$ cat config.mk
export PLATFORM = sky130hd
export DESIGN_NAME = lofs_top
export DESIGN_NICKNAME = d
export VERILOG_FILES = /design/src/lofs_pkg.sv /design/src/lofs_top.sv
export SDC_FILE = /design/constraint.sdc
export NUM_CORES = 1
export LEC_CHECK = 0
export BUFFER_PORTS_ARGS = -buffer_cell sky130_fd_sc_hd__buf_2
export CORE_UTILIZATION = 60
export CTS_CLUSTER_SIZE = 25
export DETAILED_ROUTE_END_ITERATION = 8
export PLACE_DENSITY = 0.86
export SLEW_MARGIN = 20
export SYNTH_ARGS = -nofsm -noshare
export SYNTH_HDL_FRONTEND = slang
export SYNTH_SLANG_ARGS = --single-unit
$ cat constraint.sdc
create_clock -name clock -period 5.8 [get_ports clock]
set_clock_uncertainty 0.2 [all_clocks]
set_input_delay 0.58 -clock clock [delete_from_list [all_inputs] [get_ports clock]]
set_output_delay 0.58 -clock clock [all_outputs]
set_load 0.01 [all_outputs]
$ cat src/lofs_pkg.sv
package lofs_pkg;
  // register byte addresses
  localparam logic [11:0] OFS_OUT_CFG = 12'h080;
  localparam logic [11:0] OFS_IF_CFG = 12'h084;
  // writable bits and reset values
  localparam logic [31:0] OUT_CFG_MASK = 32'h0007FFFF;
  localparam logic [31:0] IF_CFG_MASK = 32'h03800000;
  localparam logic [31:0] OUT_CFG_RST = 32'h00000000;
  localparam logic [31:0] IF_CFG_RST = 32'h00000000;
  // field positions
  localparam int DEST_LSB = 0;
  localparam int INTF_LSB = 2;
  localparam int PFMT_LSB = 5;
  localparam int BFMT_LSB = 8;
  localparam int SFMT_LSB = 10;
  localparam int DIRECT_BIT = 17;
  localparam int ENDIAN_BIT = 18;
  localparam int RST_BIT = 23;
  localparam int DDLY_BIT = 24;
  localparam int CDLY_BIT = 25;
  // destinations
  localparam logic [1:0] DEST_PANEL0 = 2'h0;
  localparam logic [1:0] DEST_PANEL1 = 2'h1;
  localparam logic [1:0] DEST_BUS_DISP = 2'h2;
  localparam logic [1:0] DEST_BUS_MEM = 2'h3;
  // interface types
  localparam logic [2:0] INTF_PAR_B = 3'h0;
  localparam logic [2:0] INTF_SERIAL = 3'h1;
  localparam logic [2:0] INTF_CMD_BRIDGE = 3'h2;
  localparam logic [2:0] INTF_RGB = 3'h3;
  localparam logic [2:0] INTF_MIP_SER = 3'h4;
  localparam logic [2:0] INTF_MIP_PAR = 3'h5;
  localparam logic [2:0] INTF_PAR_A = 3'h6;
  localparam logic [2:0] INTF_VID_BRIDGE = 3'h7;
  // panel formats
  localparam logic [2:0] PFMT_332 = 3'h0;
  localparam logic [2:0] PFMT_565_8 = 3'h1;
  localparam logic [2:0] PFMT_444 = 3'h2;
  localparam logic [2:0] PFMT_565 = 3'h3;
  localparam logic [2:0] PFMT_666 = 3'h4;
  localparam logic [2:0] PFMT_888 = 3'h5;
  localparam logic [2:0] PFMT_888_16 = 3'h6;
  localparam logic [2:0] PFMT_888_8 = 3'h7;
  // serial panel formats
  localparam logic [1:0] SFMT_332 = 2'h0;
  localparam logic [1:0] SFMT_565 = 2'h1;
  localparam logic [1:0] SFMT_888 = 2'h2;
  // bus formats
  localparam logic [1:0] BFMT_565 = 2'h0;
  localparam logic [1:0] BFMT_888 = 2'h1;
  localparam logic [1:0] BFMT_ARGB = 2'h2;
  localparam logic [1:0] BFMT_332 = 2'h3;
  localparam logic [7:0] ALPHA_OPAQUE = 8'hFF;
  localparam logic [1:0] BUF_DEPTH = 2'h2;
  // output sinks
  typedef enum logic [1:0] {SINK_NONE, SINK_PANEL, SINK_BUS, SINK_BRIDGE} lofs_sink_e;
  // incoming pixel
  typedef struct packed {
    logic valid;
    logic [23:0] rgb;
  } lofs_pix_s;
  // panel control outputs
  typedef struct packed {
    logic strobe;
    logic [1:0] cs;
    logic last;
  } lofs_ctrl_s;
  // whole module state
  typedef struct packed {
    logic [31:0] out_cfg;
    logic [31:0] if_cfg;
    logic [31:0] rdata;
    logic [1:0][23:0] buf_mem;
    logic buf_rd;
    logic [1:0] buf_cnt;
    logic [1:0] phase;
    logic [7:0] hold_b;
    logic [31:0] word;
    logic word_valid;
    lofs_sink_e word_sink;
    lofs_ctrl_s ctrl;
    logic [23:0] pd1;
    lofs_ctrl_s pc1;
  } lofs_state_s;
endpackage

$ cat src/lofs_top.sv
`timescale 1ns/100ps
module lofs_top (
  input wire logic clock, // controller clock
  input wire logic nrst, // sync reset, active low
  input wire logic psel, // apb select
  input wire logic penable, // apb enable
  input wire logic pwrite, // apb direction
  input wire logic [11:0] paddr, // apb byte address
  input wire logic [31:0] pwdata, // apb write data
  output logic [31:0] prdata, // apb read data
  output logic pready, // apb ready
  output logic pslverr, // apb error
  input wire lofs_pkg::lofs_pix_s pix_in, // pixel in
  output logic pix_ready, // pixel accept
  output logic [23:0] panel_data, // panel data pins
  output lofs_pkg::lofs_ctrl_s panel_ctrl, // panel control pins
  output logic panel_reset_pin, // panel reset pin
  output logic [31:0] bus_word, // bus sink word
  output logic bus_valid, // bus sink valid
  input wire logic bus_ready, // bus sink ready
  output logic [31:0] bridge_word, // bridge sink word
  output logic bridge_valid, // bridge sink valid
  input wire logic bridge_ready // bridge sink ready
);

  lofs_pkg::lofs_state_s s; // registered state
  lofs_pkg::lofs_state_s next_s; // next state
  logic [1:0] sel; // decoded register
  logic [1:0] dest; // destination field
  logic [2:0] intf; // interface field
  logic [2:0] pfmt; // panel format
  logic [1:0] sfmt; // serial format
  logic [1:0] bfmt; // bus format
  logic [23:0] head; // oldest buffered pixel
  logic [15:0] c565; // head as 565
  lofs_pkg::lofs_sink_e sink; // current sink
  logic out_free; // output reg can load
  logic fmt_ok; // format is defined
  logic emit; // beat issued this cycle
  logic pop; // head consumed
  logic push; // pixel accepted
  logic [31:0] beat; // formatted beat
  logic last; // final beat of a pixel
  logic [1:0] nphase; // beat index after this one
  logic [7:0] nhold; // held blue after this one

  // register select decode: 1 output cfg, 2 interface cfg, 0 unmapped
  function automatic logic [1:0] reg_sel(input logic [11:0] a);
    if (a == lofs_pkg::OFS_OUT_CFG) begin
      reg_sel = 2'h1;
    end else if (a == lofs_pkg::OFS_IF_CFG) begin
      reg_sel = 2'h2;
    end else begin
      reg_sel = 2'h0;
    end
  endfunction

  // 565 packing, endian bit reorders fields to low green, red, blue, high green
  function automatic logic [15:0] to565(input logic [23:0] p, input logic swap);
    logic [4:0] r;
    logic [5:0] g;
    logic [4:0] b;
    r = p[23:19];
    g = p[15:10];
    b = p[7:3];
    if (swap) begin
      to565 = {g[2:0], r, b, g[5:3]};
    end else begin
      to565 = {r, g, b};
    end
  endfunction

  // 332 packing
  function automatic logic [7:0] to332(input logic [23:0] p);
    to332 = {p[23:21], p[15:13], p[7:6]};
  endfunction

  // field views and apb answer
  assign sel = reg_sel(paddr);
  assign dest = s.out_cfg[lofs_pkg::DEST_LSB +: 2];
  assign intf = s.out_cfg[lofs_pkg::INTF_LSB +: 3];
  assign pfmt = s.out_cfg[lofs_pkg::PFMT_LSB +: 3];
  assign sfmt = s.out_cfg[lofs_pkg::SFMT_LSB +: 2];
  assign bfmt = s.out_cfg[lofs_pkg::BFMT_LSB +: 2];
  assign head = s.buf_mem[s.buf_rd];
  assign c565 = to565(head, s.out_cfg[lofs_pkg::ENDIAN_BIT]);
  assign prdata = s.rdata;
  // registers answer at once, so the access phase never waits
  assign pready = 1'b1;
  assign pslverr = psel & penable & (sel == 2'h0);
  // back-pressure only once both buffer entries hold a pixel
  assign pix_ready = (s.buf_cnt != lofs_pkg::BUF_DEPTH);
  assign push = pix_in.valid & pix_ready;
  assign panel_reset_pin = s.if_cfg[lofs_pkg::RST_BIT];

  // sink choice from destination and interface type
  always_comb begin
    if (dest == lofs_pkg::DEST_BUS_DISP) begin
      sink = s.out_cfg[lofs_pkg::DIRECT_BIT] ? lofs_pkg::SINK_BRIDGE : lofs_pkg::SINK_BUS;
    end else if (dest == lofs_pkg::DEST_BUS_MEM) begin
      sink = lofs_pkg::SINK_BUS;
    end else if (intf == lofs_pkg::INTF_CMD_BRIDGE || intf == lofs_pkg::INTF_VID_BRIDGE) begin
      sink = lofs_pkg::SINK_BRIDGE;
    end else begin
      sink = lofs_pkg::SINK_PANEL;
    end
  end

  // beat formatter: one bus beat per cycle from the buffer head
  always_comb begin
    beat = 32'h0;
    last = 1'b1;
    fmt_ok = 1'b1;
    nphase = 2'h0;
    nhold = s.hold_b;
    // the bridge takes raw pixels and formats them itself
    if (sink == lofs_pkg::SINK_BRIDGE) begin
      beat = {8'h0, head};
    end else if (sink == lofs_pkg::SINK_BUS) begin
      case (bfmt)
        lofs_pkg::BFMT_565: beat = {16'h0, c565};
        lofs_pkg::BFMT_888: beat = {8'h0, head};
        lofs_pkg::BFMT_ARGB: beat = {lofs_pkg::ALPHA_OPAQUE, head};
        default: beat = {24'h0, to332(head)};
      endcase
    end else if (intf == lofs_pkg::INTF_SERIAL) begin
      case (sfmt)
        lofs_pkg::SFMT_332: beat = {24'h0, to332(head)};
        lofs_pkg::SFMT_565: beat = {16'h0, c565};
        lofs_pkg::SFMT_888: beat = {8'h0, head};
        default: fmt_ok = 1'b0;
      endcase
    end else begin
      case (pfmt)
        lofs_pkg::PFMT_332: beat = {24'h0, to332(head)};
        lofs_pkg::PFMT_565_8: begin
          beat = {24'h0, (s.phase == 2'h0) ? c565[15:8] : c565[7:0]};
          last = (s.phase != 2'h0);
          nphase = last ? 2'h0 : 2'h1;
        end
        lofs_pkg::PFMT_444: beat = {20'h0, head[23:20], head[15:12], head[7:4]};
        lofs_pkg::PFMT_565: beat = {16'h0, c565};
        lofs_pkg::PFMT_666: beat = {14'h0, head[23:18], head[15:10], head[7:2]};
        lofs_pkg::PFMT_888: beat = {8'h0, head};
        // phase 0 parks blue so the next beat can pair it with red
        lofs_pkg::PFMT_888_16: begin
          case (s.phase)
            2'h0: begin
              beat = {16'h0, head[23:8]};
              nhold = head[7:0];
              nphase = 2'h1;
            end
            2'h1: begin
              beat = {16'h0, s.hold_b, head[23:16]};
              last = 1'b0;
              nphase = 2'h2;
            end
            default: beat = {16'h0, head[15:0]};
          endcase
        end
        default: begin
          case (s.phase)
            2'h0: beat = {24'h0, head[23:16]};
            2'h1: beat = {24'h0, head[15:8]};
            default: beat = {24'h0, head[7:0]};
          endcase
          last = (s.phase == 2'h2);
          nphase = last ? 2'h0 : s.phase + 2'h1;
        end
      endcase
    end
  end

  // output register may load when empty or its sink takes the word
  always_comb begin
    case (s.word_sink)
      lofs_pkg::SINK_BUS: out_free = ~s.word_valid | bus_ready;
      lofs_pkg::SINK_BRIDGE: out_free = ~s.word_valid | bridge_ready;
      default: out_free = 1'b1;
    endcase
  end
  // a reserved format stalls the stream rather than emit garbage
  assign emit = (s.buf_cnt != 2'h0) & out_free & fmt_ok;
  assign pop = emit & last;

  // next state
  always_comb begin
    next_s = s;
    if (psel & penable & pwrite & (sel == 2'h1)) begin // output cfg write
      next_s.out_cfg = pwdata & lofs_pkg::OUT_CFG_MASK;
    end else if (psel & penable & pwrite & (sel == 2'h2)) begin // interface cfg write
      next_s.if_cfg = pwdata & lofs_pkg::IF_CFG_MASK;
    end
    if (psel & ~penable) begin // read data fetched in setup
      if (sel == 2'h1) begin
        next_s.rdata = s.out_cfg;
      end else if (sel == 2'h2) begin
        next_s.rdata = s.if_cfg;
      end else begin
        next_s.rdata = 32'h0;
      end
    end
    // with one entry held, the free slot is the one opposite the head
    if (push) begin // write behind the head
      next_s.buf_mem[s.buf_rd ^ s.buf_cnt[0]] = pix_in.rgb;
    end
    if (pop) begin // drop the head
      next_s.buf_rd = ~s.buf_rd;
    end
    next_s.buf_cnt = s.buf_cnt + {1'b0, push} - {1'b0, pop};
    if (emit) begin // load a fresh beat
      next_s.word = beat;
      next_s.word_valid = 1'b1;
      next_s.word_sink = sink;
      next_s.phase = nphase;
      next_s.hold_b = nhold;
      next_s.ctrl.strobe = (sink == lofs_pkg::SINK_PANEL);
      next_s.ctrl.cs = (dest == lofs_pkg::DEST_PANEL1) ? 2'h2 : 2'h1;
      next_s.ctrl.last = last;
    end else if (out_free) begin // word taken, nothing new
      next_s.word_valid = 1'b0;
      next_s.ctrl.strobe = 1'b0;
    end
    // extra stage always runs; the config bits only pick it
    next_s.pd1 = s.word[23:0];
    next_s.pc1 = s.ctrl;
  end

  // state register
  always_ff @(posedge clock) begin
    if (!nrst) begin
      s <= '0;
    end else begin
      s <= next_s;
    end
  end

  // pin and sink outputs, optional extra stage
  assign panel_data = s.if_cfg[lofs_pkg::DDLY_BIT] ? s.pd1 : s.word[23:0];
  assign panel_ctrl = s.if_cfg[lofs_pkg::CDLY_BIT] ? s.pc1 : s.ctrl;
  assign bus_word = s.word;
  assign bus_valid = s.word_valid & (s.word_sink == lofs_pkg::SINK_BUS);
  assign bridge_word = s.word;
  assign bridge_valid = s.word_valid & (s.word_sink == lofs_pkg::SINK_BRIDGE);
endmodule

# Word level (Yosys, flattened, before mapping)
# Cells that the tools add are included.
# op_classes
addsub,3
n_lt_le_gt_ge,3
eq_ne,28
muxes,46
bitwise,22
reduce_logical,14
# op_table
cell,count
case mux 24 bit (7 select lines),1
two-way mux 24 bit,4
two-way mux 32 bit,3
case mux 32 bit (3 select lines),1
case mux 24 bit (3 select lines),1
two-way mux 26 bit,2
bitwise mux 48 bit,1
case mux 16 bit (2 select lines),1
demux 24 bit (select 1 bit),1
"equality test 12 x 8 -> 1 bit, second input constant",2
"equality test 2 bit, second input constant",10
two-way mux 2 bit,10
two-way mux 16 bit,1
case mux 8 bit (2 select lines),1
two-way mux 1 bit,13
bitwise AND 1 bit,12
"equality test 2 x 1 -> 1 bit, second input constant",6
"equality test 3 bit, second input constant",4
"equality test 3 x 2 -> 1 bit, second input constant",3
logical NOT 2 bit,4
two-way mux 8 bit,1
inverter 1 bit,7
"equality test 3 x 1 -> 1 bit, second input constant",2
case mux 2 bit (3 select lines),1
20 further kinds,24
# word_totals
reg_bits,182
elab_cells,135

# Logic depth before layout (Yosys ltp)
# Gate-level depths: netlist of the first run.
# logic_depth
depth_word,11
ltp_mapped,12
ltp_nobuf,11

# Worst setup path before layout of the first run
# OpenSTA, ideal clock, no wires.
# synth_timing
path_type,register -> register
start,"register s, in the netlist pfmt[2]"
end,register s[78] in the netlist's numbering
arrival_ns,2.283
slack_ns,3.202
stages_incl_launch_ff,12
n_path_buf,2
synth_period_minus_slack_ns,2.598
cell_sequence,dfxtp_1 > clkbuf_1 > clkbuf_1 > a31oi_1 > o21ai_0 > inv_1 > ha_1 > inv_1 > ha_1 > xnor2_1 > xnor2_1 > and2_1
# synth_via
elab_chain_len,8
# synth_lines
element,line_no,source
"start, declared",lofs_top.sv:26,lofs_pkg::lofs_state_s s;
"start signal, assigned",lofs_top.sv:234,s <= next_s;
equality test 3 bit (tied with other cells),lofs_top.sv:134,case (pfmt)
OR reduction 5 bit (no line),-,
case mux 1 bit (3 select lines) (*),lofs_top.sv:134,
two-way mux 1 bit (*),lofs_top.sv:126,end else if (intf == lofs_pkg::INTF_SERIAL) begin
two-way mux 1 bit (*),lofs_top.sv:119,end else if (sink == lofs_pkg::SINK_BUS) begin
two-way mux 1 bit (*),lofs_top.sv:117,if (sink == lofs_pkg::SINK_BRIDGE) begin
bitwise AND 1 bit (*),lofs_top.sv:184,assign pop = emit & last;
named net pop,lofs_top.sv:40,logic pop;
subtractor 2 x 1 -> 2 bit (*),lofs_top.sv:210,"next_s.buf_cnt = s.buf_cnt + {1'b0, push} - {1'b0, pop};"
# Mark *: on every way through the listed nets, which the timed path passes. The rest lies on a longest branch.
# A chain may end at the register's enable or synchronous reset.

# Final worst setup path of the first run
# layout_timing
start,"register s, in the netlist intf[1]"
end,register s[78] in the netlist's numbering
# layout_via
elab_chain_len,11
# layout_lines
element,line_no,source
equality test 3 x 2 -> 1 bit or equality test 3 bit (tied branches),lofs_top.sv:102,end else if (intf == lofs_pkg::INTF_CMD_BRIDGE || intf == lofs_pkg::INTF_VID_BRIDGE) begin
logical OR 1 bit,lofs_top.sv:102,
two-way mux 2 bit,lofs_top.sv:102,
two-way mux 2 bit,lofs_top.sv:100,end else if (dest == lofs_pkg::DEST_BUS_MEM) begin
two-way mux 2 bit,lofs_top.sv:98,if (dest == lofs_pkg::DEST_BUS_DISP) begin
equality test 2 bit,lofs_top.sv:119,
two-way mux 1 bit,lofs_top.sv:119,
two-way mux 1 bit,lofs_top.sv:117,
bitwise AND 1 bit,lofs_top.sv:183,assign emit = (s.buf_cnt != 2'h0) & out_free & fmt_ok;
bitwise AND 1 bit (*),lofs_top.sv:184,
named net pop,lofs_top.sv:40,
subtractor 2 x 1 -> 2 bit (*),lofs_top.sv:210,
# Marked as above.

==> flow_summary.rst, run 1 <==
.. list-table::
   :header-rows: 1

   * - Metric
     - Value
   * - Crit-path max cell delay
     - approximately 0.80 ns
   * - Setup repair after global routing missed its margin
     - no
   * - Tightest Hold Check Type
     - input port to flip-flop
   * - Flop and latch count out of synthesis
     - roughly 170
   * - Post-cts gate resize count
     - 0
   * - WHS Endpoint
     - s[97]
   * - Antenna violation net count after detailed routing
     - 0
   * - Gate count of the mapped netlist
     - ~1200
   * - Class of the most critical setup path
     - flip-flop to flip-flop
   * - Result of the run
     - finished clean
   * - Most common flop cell mapped by yosys
     - dfxtp_1
   * - Number of unique standard cell types used by synthesis
     - 77
   * - Antenna diode instance count
     - 0
   * - Number of design-rule violations left by the first detailed-router iteration
     - 1128
   * - Slew margin rel.
     - between 20 and 30%
   * - Shortest clock period the worst path allows after layout
     - 3.61 ns
   * - Cts-stage hold buffer count
     - 0
   * - Core Rows
     - 46
   * - DR vias/cell
     - approximately 6.3
   * - Worst reg2reg startpoint
     - intf[1]
   * - Fraction of final layout cells with drive strength greater than 1
     - 24.8%
   * - Global-route wire length before repair
     - about 46 mm
   * - Critical Path Slowest Stage Cell
     - o211a_1
   * - Initial Utilization
     - between 60% and 70%
   * - Mapped Area
     - approximately 0.0099 mm^2
   * - Total of fill cells in the finished design
     - between 1000 and 1500
   * - Clock Tree Root
     - clkbuf_16
   * - Core region area
     - approximately 0.016 mm^2
   * - First-pass iteration count of the detailed router
     - 6
   * - Maximum number of pins on one net before global-route repair
     - 95
   * - Maximum clock rate
     - between 0.2 and 0.3 GHz
   * - Hold depth
     - 3
   * - Largest buffer count on any clock path
     - 2
   * - Nature of the critical path startpoint
     - flip-flop
   * - Total count of max-transition violations in the final report
     - 0
   * - Postcts setup bufs
     - 0
   * - Required time worst endpoint
     - between 5 and 6 ns
   * - Die Y
     - approximately 130 um
   * - Worst reg2reg path endpoint
     - s[78]
   * - Total clock buffers created by CTS
     - 17
   * - I/O pin total
     - 206
   * - Detailed-route wire length per cell
     - 20.3 um
   * - Post-Syn Area per Cell
     - ~8.3 um^2
   * - Total Routed Length
     - ~30 mm
   * - Clk pin slew, worst setup/hold paths
     - around 0.07 ns
   * - Tightest Pin Transition
     - between 1 and 1.5 ns
   * - TritonCTS clock tree
     - yes
   * - Sum of negative setup slack
     - 0 ns
   * - Cell-by-cell listing of the critical path
     - or3b_1 -> o211a_1 -> o21ai_0 -> inv_1 -> ha_1 -> inv_1 -> ha_1 -> xnor2_1 -> xnor2_1 -> and2_1
   * - Die outline area
     - 0.0170 mm^2
   * - Via count of the first global-routing pass
     - 8427
   * - Sequential cell area fraction in the yosys report
     - 33.4%
   * - Synth async-reset ratio
     - 0%
   * - Layout overhead on the synthesized area
     - 9.03%
   * - Count of yosys warnings during synthesis
     - 0
   * - Share of the clock period used by the worst path after layout
     - between 60% and 70%
   * - Data arrival at the endpoint of the critical path
     - about 3.8 ns
   * - Antenna violations before repair
     - 0
   * - Number of hold violations in the final report
     - 0
   * - Global-route usage over all layers
     - around 36%
   * - IR drop worst, VDD
     - ~0.00025 V
   * - Routability congestion estimate
     - 0.970
   * - Number of enable-type register cells in the synthesized netlist
     - 0
   * - Maxcap violations
     - 0
   * - Total number of vias
     - a little over 9000
   * - Reg2reg setup slack
     - roughly 2.2 ns
   * - Number of nets in the final layout
     - 1316
   * - HPWL Detailed
     - 21.2 mm
   * - Sink count of the clock tree
     - between 150 and 200
   * - Worst-case reg-to-reg path depth
     - 10
   * - Overall die width
     - 130 um
   * - Count of unresolved DRC violations after routing
     - 0
   * - Total number of H-tree levels
     - 4
   * - Most common cell after layout, fill and taps aside
     - buf_2
   * - Total power density per cell area
     - between 300 and 400 mW/mm^2
   * - Total global routing overflow
     - 0
   * - Critical Path Fanout Max
     - 25
   * - Sum of internal, switching and leakage power
     - slightly below 4000 uW
   * - Critical Path End Type
     - flip-flop
   * - # port buffers
     - 184
   * - Hold path startpoint
     - pix_in[17]
   * - Latest clock arrival within the worst-skew pair
     - around 0.44 ns
   * - Total leakage power
     - 0.00431 uW
   * - Setup-violating endpoint count in the final report
     - 0
   * - Highest-count cells in the layout ignoring fill and taps
     - buf_2, nand2_1, dfxtp_1
-- critical path: cells and delay by family, from the launching register on --
family                     cells  cell delay (ns)
xor gates and xnor gates       2             0.21
AOI/OAI and AO/OA              2             1.24
DFF                            1             0.52
buffers and inverters          2             0.19
adders and majority gates      2             0.37
and+or+nand+nor                2             0.76
-- Yosys cell counts, drive strengths merged (3+ instances only) --
cell,number,area share [%]
o21ai,56,2.8
a21oi,46,2.3
a21boi,53,4.0
nor2,47,1.8
inv,13,0.49
a221oi,4,0.35
or3,5,0.32
a31o,4,0.35
nand2,171,6.5
mux4,4,0.91
mux2i,56,5.7
nand3,21,1.1
nand3b,4,0.30
o32ai,3,0.27
nor4,3,0.25
mux2,52,5.9
buf,118,8.7
o22ai,16,1.0
a221o,5,0.51
a22oi,29,2.2
nor2b,53,3.4
a2111oi,6,0.60
a32oi,8,0.71
o2111ai,4,0.35
clkbuf,64,2.4
dfxtp,165,33
a211oi,9,0.68
nand4,6,0.38
a31oi,6,0.44
o211a,10,1.0
nor3,21,1.1
o211ai,16,1.2
and2,34,2.2
xnor2,5,0.44
o311ai,4,0.35
nand2b,12,0.84
o221ai,14,1.2
-- per-stage QoR --
| step | instances | cell area [um^2] | worst slack (ns) | hold slack [ns] | utilization, % |
|---|---|---|---|---|---|
| 2_1_floorplan | 1195 | 9920 | 3.20 | 0.225 | - |
| 4_1_cts | 1466 | 10800 | 2.21 | 0.198 | 67.3 |
| 3_3_place_gp | 1435 | 10200 | 2.28 | 0.247 | 63.6 |
| 5_1_grt | 1466 | 10800 | 1.91 | 0.205 | 67.3 |
| 6_report | 1466 | 10800 | 2.19 | 0.196 | 67.3 |
| 3_5_place_dp | 1435 | 10200 | 2.22 | 0.252 | 63.6 |
-- layout make-up --
cell class	instances	area [um^2]	area share, %
clock buffers	22	474	4.40
clock inverters	9	116	1.08
inverters	14	52.6	0.488
multi-input cells	834	5470	50.7
flip-flops and latches	165	3300	30.7
well taps	216	270	2.51
repair buffers	206	1090	10.1
-- worst max-delay path by stage --
stage	from	end	slack [ns]	depth (start not counted)
2_1_floorplan	pfmt[2]	s[78]	3.20	11
3_3_place_gp	intf[1]	s[78]	2.28	10
3_5_place_dp	intf[1]	s[78]	2.22	10
4_1_cts	intf[1]	s[78]	2.21	10
5_1_grt	intf[1]	s[78]	1.91	10
6_report	intf[1]	s[78]	2.19	10
-- kinds of logic after synthesis --
kind of cell / synth area share, %
simple gates: 18.7
compound gates: 22.7
buf+inv: 11.7
flops: 33.4
mux: 12.5
xor+xnor: 0.532
fa+ha+maj: 0.354
other cells: 0.0760
-- registers in the layout (all words and copies together), names as in the netlist --
name,flops
bfmt,2
intf,3
bridge_word,25
next_s,4
panel_reset_pin,1
pfmt,3
prdata,22
dest,2
s,103
-- metal layers --
metal | vias to the layer above | track usage (%) | routed length, um
met5 | - | 0 | 0
met4 | 0 | 16.8 | 1210
met3 | 93 | 8.57 | 2760
met2 | 540 | 56.4 | 13400
met1 | 4297 | 46.5 | 12400
li1 | 4253 | - | -
-- power by group --
group / switching [uW] / total (uW) / internal, uW
Combinational: 781 / 1250 / 469
Sequential: 160 / 1440 / 1280
Clock: 476 / 1150 / 670
Total: 1420 / 3840 / 2420
Note: power is estimated with default switching activity, not from simulation.
==> inputs of run 2 (changes only) <==
--- a/config.mk
+++ b/config.mk
@@ -6,10 +6,10 @@
 export NUM_CORES = 1
 export LEC_CHECK = 0
 export BUFFER_PORTS_ARGS = -buffer_cell sky130_fd_sc_hd__buf_2
-export CORE_UTILIZATION = 60
+export CORE_UTILIZATION = 56
 export CTS_CLUSTER_SIZE = 25
 export DETAILED_ROUTE_END_ITERATION = 8
-export PLACE_DENSITY = 0.86
+export PLACE_DENSITY = 0.81
 export SLEW_MARGIN = 20
 export SYNTH_ARGS = -nofsm -noshare
 export SYNTH_HDL_FRONTEND = slang
==> constraint.sdc (replaced) <==
create_clock -name clock -period 3.8 [get_ports clock]
set_clock_uncertainty 0.2 [all_clocks]
set_input_delay 0.38 -clock clock [delete_from_list [all_inputs] [get_ports clock]]
set_output_delay 0.38 -clock clock [all_outputs]
set_load 0.01 [all_outputs]
==> run 2 against run 1 <==
Against the previous run: global-route usage down 3.0 points; die area up 7.0%; cell count up 2.8%; power up 60%; critical path depth down 3; highest routed layer unchanged.
==> flow_summary.rst, run 2 (synthesized netlist as in run 1, its figures left out) <==
.. list-table::
   :header-rows: 1

   * - Metric
     - Value
   * - Result of the run
     - finished clean
   * - Global-route wire length before repair
     - 46.0 mm
   * - Largest buffer count on any clock path
     - 2
   * - Hold depth
     - 3
   * - Total global routing overflow
     - 0
   * - Antenna violations before repair
     - 0
   * - Number of design-rule violations left by the first detailed-router iteration
     - 1051
   * - Share of the clock period used by the worst path after layout
     - between 70% and 80%
   * - Sink count of the clock tree
     - approximately 170
   * - Number of hold violations in the final report
     - 0
   * - Worst setup path start
     - s[75]
   * - Placed cell count
     - 1473
   * - Class of the most critical setup path
     - flip-flop to flip-flop
   * - Total leakage power
     - ~0.0045 uW
   * - Total clock buffers created by CTS
     - 17
   * - IR drop worst, VDD
     - 0.000449 V
   * - Critical path destination
     - bridge_word[1]
   * - Initial Utilization
     - 57.3%
   * - Required time worst endpoint
     - ~3.9 ns
   * - HPWL Detailed
     - around 21 mm
   * - I/O pin total
     - just over 200
   * - Worst-case reg-to-reg path depth
     - 7
   * - Total power density per cell area
     - between 500 and 600 mW/mm^2
   * - Critical Path End Type
     - flip-flop
   * - First-pass iteration count of the detailed router
     - 6
   * - Core Rows
     - 48
   * - Die outline area
     - 0.0182 mm^2
   * - Worst reg2reg path endpoint
     - bridge_word[1]
   * - Antenna violation net count after detailed routing
     - 0
   * - DR vias/cell
     - ~6.1
   * - Detailed-route wire length per cell
     - between 15 and 20 um
   * - Tightest Hold Check Type
     - input port to flip-flop
   * - Nature of the critical path startpoint
     - flip-flop
   * - # port buffers
     - roughly 180
   * - Reg2reg setup slack
     - roughly 1.0 ns
   * - Setup repair after global routing missed its margin
     - no
   * - Core region area
     - about 0.017 mm^2
   * - Via count of the first global-routing pass
     - slightly above 8000
   * - Clock Tree Root
     - clkbuf_16
   * - Die Y
     - ~130 um
   * - Setup-violating endpoint count in the final report
     - 0
   * - Total number of H-tree levels
     - 4
   * - Fraction of final layout cells with drive strength greater than 1
     - approximately a quarter
   * - Routability congestion estimate
     - roughly 1
   * - Shortest clock period the worst path allows after layout
     - roughly 2.8 ns
   * - Number of flip-flops under the largest register name
     - approximately 100
   * - Layout overhead on the synthesized area
     - 12.2%
   * - Sum of negative setup slack
     - 0 ns
   * - Overall die width
     - ~130 um
   * - Register ranked first by flip-flop count
     - s
   * - Global-route usage over all layers
     - approximately 33%
   * - Final cell count without fillers
     - between 1500 and 2000
   * - Highest-count cells in the layout ignoring fill and taps
     - buf_2, nand2_1, dfxtp_1
   * - Total number of vias
     - 9249
   * - TritonCTS clock tree
     - yes
   * - Slew margin rel.
     - between 30% and 40%
   * - Clk pin slew, worst setup/hold paths
     - ~0.070 ns
   * - Most common cell after layout, fill and taps aside
     - buf_2
   * - Number of nets in the final layout
     - between 1000 and 1500
   * - Total Routed Length
     - roughly 30 mm
   * - Tightest Pin Transition
     - around 0.99 ns
   * - Latest clock arrival within the worst-skew pair
     - between 0.4 and 0.5 ns
   * - Total of fill cells in the finished design
     - ~1500
   * - Total count of max-transition violations in the final report
     - 0
   * - Critical Path Fanout Max
     - 14
   * - Maximum number of pins on one net before global-route repair
     - 79
   * - Data arrival at the endpoint of the critical path
     - just under 3 ns
   * - Maximum clock rate
     - approximately 0.36 GHz
   * - Antenna diode instance count
     - 0
   * - Count of unresolved DRC violations after routing
     - 0
   * - Maxcap violations
     - 0
   * - Worst reg2reg startpoint
     - s[75]
run 2: changes by cell type in the layout (fill, tap and decap cells not counted), sizes merged:
cell / previous run / this run
clkinv: 1 / 4
buf: 206 / 235
inv: 16 / 20
dlygate4sd3: 0 / 2
clkbuf: 22 / 17
bufinv: 2 / 4
clkinvlp: 4 / 1
run 2: how the worst min path moves through the flow:
stage          startpoint  endpoint  slack [ns]
2_1_floorplan   next_s[3]      s[3]        0.23
5_1_grt         pix_in[7]     s[87]       0.005
3_3_place_gp    next_s[3]      s[3]        0.24
3_5_place_dp       s[121]    s[121]        0.26
4_1_cts        pix_in[19]    s[123]       0.001
6_report       pix_in[14]     s[94]       0.007
run 2: final cells by class:
type | instances | area, um^2 | area share (%)
Multi-Input combinational cell | 834 | 5460 | 49.3
Sequential cell | 165 | 3310 | 29.8
Clock buffer | 17 | 425 | 3.84
Clock inverter | 15 | 216 | 1.95
Tap cell | 225 | 282 | 2.54
Timing Repair Buffer | 237 | 1340 | 12.1
Inverter | 14 | 52.6 | 0.474
run 2: worst max-delay path, stage by stage, from the launching register on:
cell      delay, ns
dfxtp_1        0.48
buf_4          0.26
or3_1          0.34
nand2_1        0.38
o22ai_1        0.15
o21a_1         0.19
o41ai_1        0.49
o211ai_1       0.16
run 2: routing by layer:
| metal | wire [um] | GRT usage, % | up-vias |
|---|---|---|---|
| met5 | 0 | 0 | - |
| met4 | 875 | 11.4 | 0 |
| met3 | 2980 | 9.61 | 72 |
| met2 | 13500 | 51.5 | 527 |
| met1 | 12400 | 43.0 | 4341 |
| li1 | - | - | 4309 |
run 2: report_power, final:
group | switching (uW) | leakage (uW) | internal, uW
registers | 210 | 0.00134 | 1960
clock network | 764 | 0.000313 | 1120
logic | 1260 | 0.00284 | 816
run 2: through the flow:
stage               hold slack, ns  utilization [%]  instance area (um^2)  total power (uW)  setup slack (ns)
floorplan                    0.225                -                  9920              3570              1.20
global placement             0.244             60.5                 10400              4180              1.09
detailed placement           0.257             60.5                 10400              4220              1.04
CTS                        0.00120             64.3                 11100              6100              1.02
global route               0.00509             64.3                 11100              6410             0.793
finish                     0.00706             64.3                 11100              6130              1.00
run 2: timing repair:
| item | 4_1_cts | 5_1_grt |
|---|---|---|
| buffers inserted | 0 | 0 |
| gates resized for setup | 0 | 0 |
| endpoints found under the hold margin | 2 | 0 |
| hold buffers | 2 | 0 |
==> inputs of run 3 (changes only) <==
==> constraint.sdc (replaced) <==
create_clock -name clock -period 2.65 [get_ports clock]
set_clock_uncertainty 0.2 [all_clocks]
set_input_delay 0.265 -clock clock [delete_from_list [all_inputs] [get_ports clock]]
set_output_delay 0.265 -clock clock [all_outputs]
set_load 0.01 [all_outputs]
==> run 3 against run 2 <==
Against the previous run: fmax up 11%; critical path depth unchanged; setup slack worse by 0.87 ns; worst hold slack better by 0.14 ns; sequential power up 41%; cell count up 6.2%; power up 44%; combinational power up 56%; sequential share of layout area down 1.9 points.
==> flow_summary.rst, run 3 (synthesized netlist as in run 1, its figures left out) <==
.. list-table::
   :header-rows: 1

   * - Metric
     - Value
   * - Postcts setup bufs
     - 0
   * - Clk pin slew, worst setup/hold paths
     - around 0.070 ns
   * - Number of design-rule violations left by the first detailed-router iteration
     - between 1000 and 1500
   * - Global-route usage over all layers
     - 36.5%
   * - Result of the run
     - finished clean
   * - Area of placed instances
     - approximately 0.011 mm^2
   * - Highest-count cells in the layout ignoring fill and taps
     - buf_2, nand2_1, dfxtp_1
   * - Total clock buffers created by CTS
     - 17
   * - Core region area
     - between 0.015 and 0.02 mm^2
   * - Critical Path Fanout Max
     - 9
   * - Maxcap violations
     - 0
   * - Total of fill cells in the finished design
     - ~1400
   * - Global-route wire length before repair
     - ~50 mm
   * - Critical Path End Type
     - flip-flop
   * - Total number of H-tree levels
     - 4
   * - Cell-by-cell listing of the critical path
     - buf_4 -> or2b_1 -> a32o_1 -> a22o_1 -> a311o_1 -> a41oi_1 -> a221o_1
   * - Tightest Pin Transition
     - a little over 0.8 ns
   * - HPWL Detailed
     - around 23 mm
   * - Core Rows
     - between 40 and 50
   * - Die outline area
     - between 0.015 and 0.02 mm^2
   * - Total Routed Length
     - between 30 and 40 mm
   * - Class of the most critical setup path
     - flip-flop to flip-flop
   * - Combinational share of power
     - a little under two fifths
   * - I/O pin total
     - just over 200
   * - DR vias/cell
     - between 6 and 7
   * - Largest buffer count on any clock path
     - 2
   * - Required time worst endpoint
     - approximately 2.8 ns
   * - Maximum clock rate
     - 0.398 GHz
   * - Number of hold violations in the final report
     - 0
   * - Sink count of the clock tree
     - between 150 and 200
   * - Relative contribution of the clock network to total power
     - 28.4%
   * - Net switching fraction of the power
     - a little under two fifths
   * - Antenna violation net count after detailed routing
     - 0
   * - Layout Cell Area excl Fill
     - 0.0118 mm^2
   * - Nature of the critical path startpoint
     - flip-flop
   * - Net switching power of the design
     - 3330 uW
   * - Detailed-route wire length per cell
     - about 21 um
   * - Total global routing overflow
     - 0
   * - Antenna diode instance count
     - 0
   * - Via count of the first global-routing pass
     - ~9000
   * - Fin util
     - between 60% and 70%
   * - # port buffers
     - 184
   * - Crit-path max cell delay
     - ~0.42 ns
   * - Total power density per cell area
     - about 740 mW/mm^2
   * - Setup repair after global routing missed its margin
     - no
   * - Setup ws final
     - 0.134 ns
   * - TritonCTS clock tree
     - yes
   * - Tightest Hold Check Type
     - input port to flip-flop
   * - Total number of vias
     - roughly 9700
   * - Antenna violations before repair
     - 0
   * - Layout overhead on the synthesized area
     - 19.9%
   * - First-pass iteration count of the detailed router
     - 6
   * - IR drop worst, VDD
     - around 0.00053 V
   * - Data arrival at the endpoint of the critical path
     - between 2 and 3 ns
   * - Number of flip-flops under the largest register name
     - 103
   * - Clock Tree Root
     - clkbuf_16
   * - Count of unresolved DRC violations after routing
     - 0
   * - Share of the clock period used by the worst path after layout
     - between 90% and 100%
   * - Slew margin rel.
     - a little under half
   * - Total count of max-transition violations in the final report
     - 0
   * - Worst setup timing slack at the placement stage
     - around 0.14 ns
   * - Fraction of final layout cells with drive strength greater than 1
     - ~28%
   * - Maximum number of pins on one net before global-route repair
     - 106
   * - Total leakage power
     - slightly below 0.005 uW
   * - Register ranked first by flip-flop count
     - s
   * - Portion of total power attributed to sequential cells
     - between 30% and 40%
   * - Overall die width
     - ~130 um
   * - Routability congestion estimate
     - slightly above 1
   * - Critical Path Slowest Stage Cell
     - a32o_1
   * - Latest clock arrival within the worst-skew pair
     - between 0.4 and 0.5 ns
   * - Shortest clock period the worst path allows after layout
     - 2.52 ns
   * - Setup-violating endpoint count in the final report
     - 0
   * - Die Y
     - around 130 um
   * - Initial Utilization
     - between 50% and 60%
   * - Internal power contribution
     - around 5500 uW
   * - Most common cell after layout, fill and taps aside
     - buf_2
   * - Number of nets in the final layout
     - about 1400
   * - Sum of negative setup slack
     - 0 ns
==> run 3: per-layer routing <==
metal	vias up	part of all wire, %	track usage (%)
li1	4489	-	-
met1	4571	41	46.5
met2	549	46	59.2
met3	104	9.5	8.67
met4	0	3.5	15.1
met5	-	0	0
==> run 3: final timing paths <==
check | startpoint | endpoint | slack [ns] | cells past startpoint
setup / recovery | intf[0] | bridge_word[2] | 0.13 | 7
setup reg to reg | intf[0] | bridge_word[2] | 0.13 | 7
hold / removal | bus_ready | next_s[3] | 0.15 | 4
hold reg to reg | s[92] | s[92] | 0.27 | 2
==> run 3: final cells by class <==
class / instances / area [um^2] / share of cell area, %
clock buffers: 19 / 453 / 3.82
repair buffers: 330 / 2150 / 18.1
inverters: 14 / 52.6 / 0.444
flip-flops and latches: 165 / 3300 / 27.9
multi-input cells: 834 / 5470 / 46.1
clock inverters: 13 / 139 / 1.17
well taps: 225 / 282 / 2.38
==> run 3: power by group through the flow <==
stage          logic [uW]  registers [uW]  clock network, uW
5_1_grt              3440            3120               2630
4_1_cts              3140            3060               2520
3_5_place_dp         3060            3120                  0
6_report             3230            3070               2500
3_3_place_gp         3040            3090                  0
2_1_floorplan        2080            3040                  0
==> run 3: critical path, delay by kind of cell, from the launching register on <==
family	cells	cell delay (ns)
flops	1	0.40
compound gates	5	1.42
simple gates	1	0.28
buf+inv	1	0.16
==> run 3: metrics by stage <==
step / hold WS, ns / instances / power, uW
5_1_grt: 0.178 / 1600 / 9190
4_1_cts: 0.125 / 1600 / 8720
6_report: 0.151 / 1600 / 8810
3_3_place_gp: 0.241 / 1521 / 6130
2_1_floorplan: 0.210 / 1195 / 5120
3_5_place_dp: 0.259 / 1521 / 6180
==> run 3: repair_timing <==
item	in CTS	in global routing
endpoints found under the hold margin	73	0
hold buffers	47	0
resized for setup	0	2
endpoints found under the setup margin	0	1
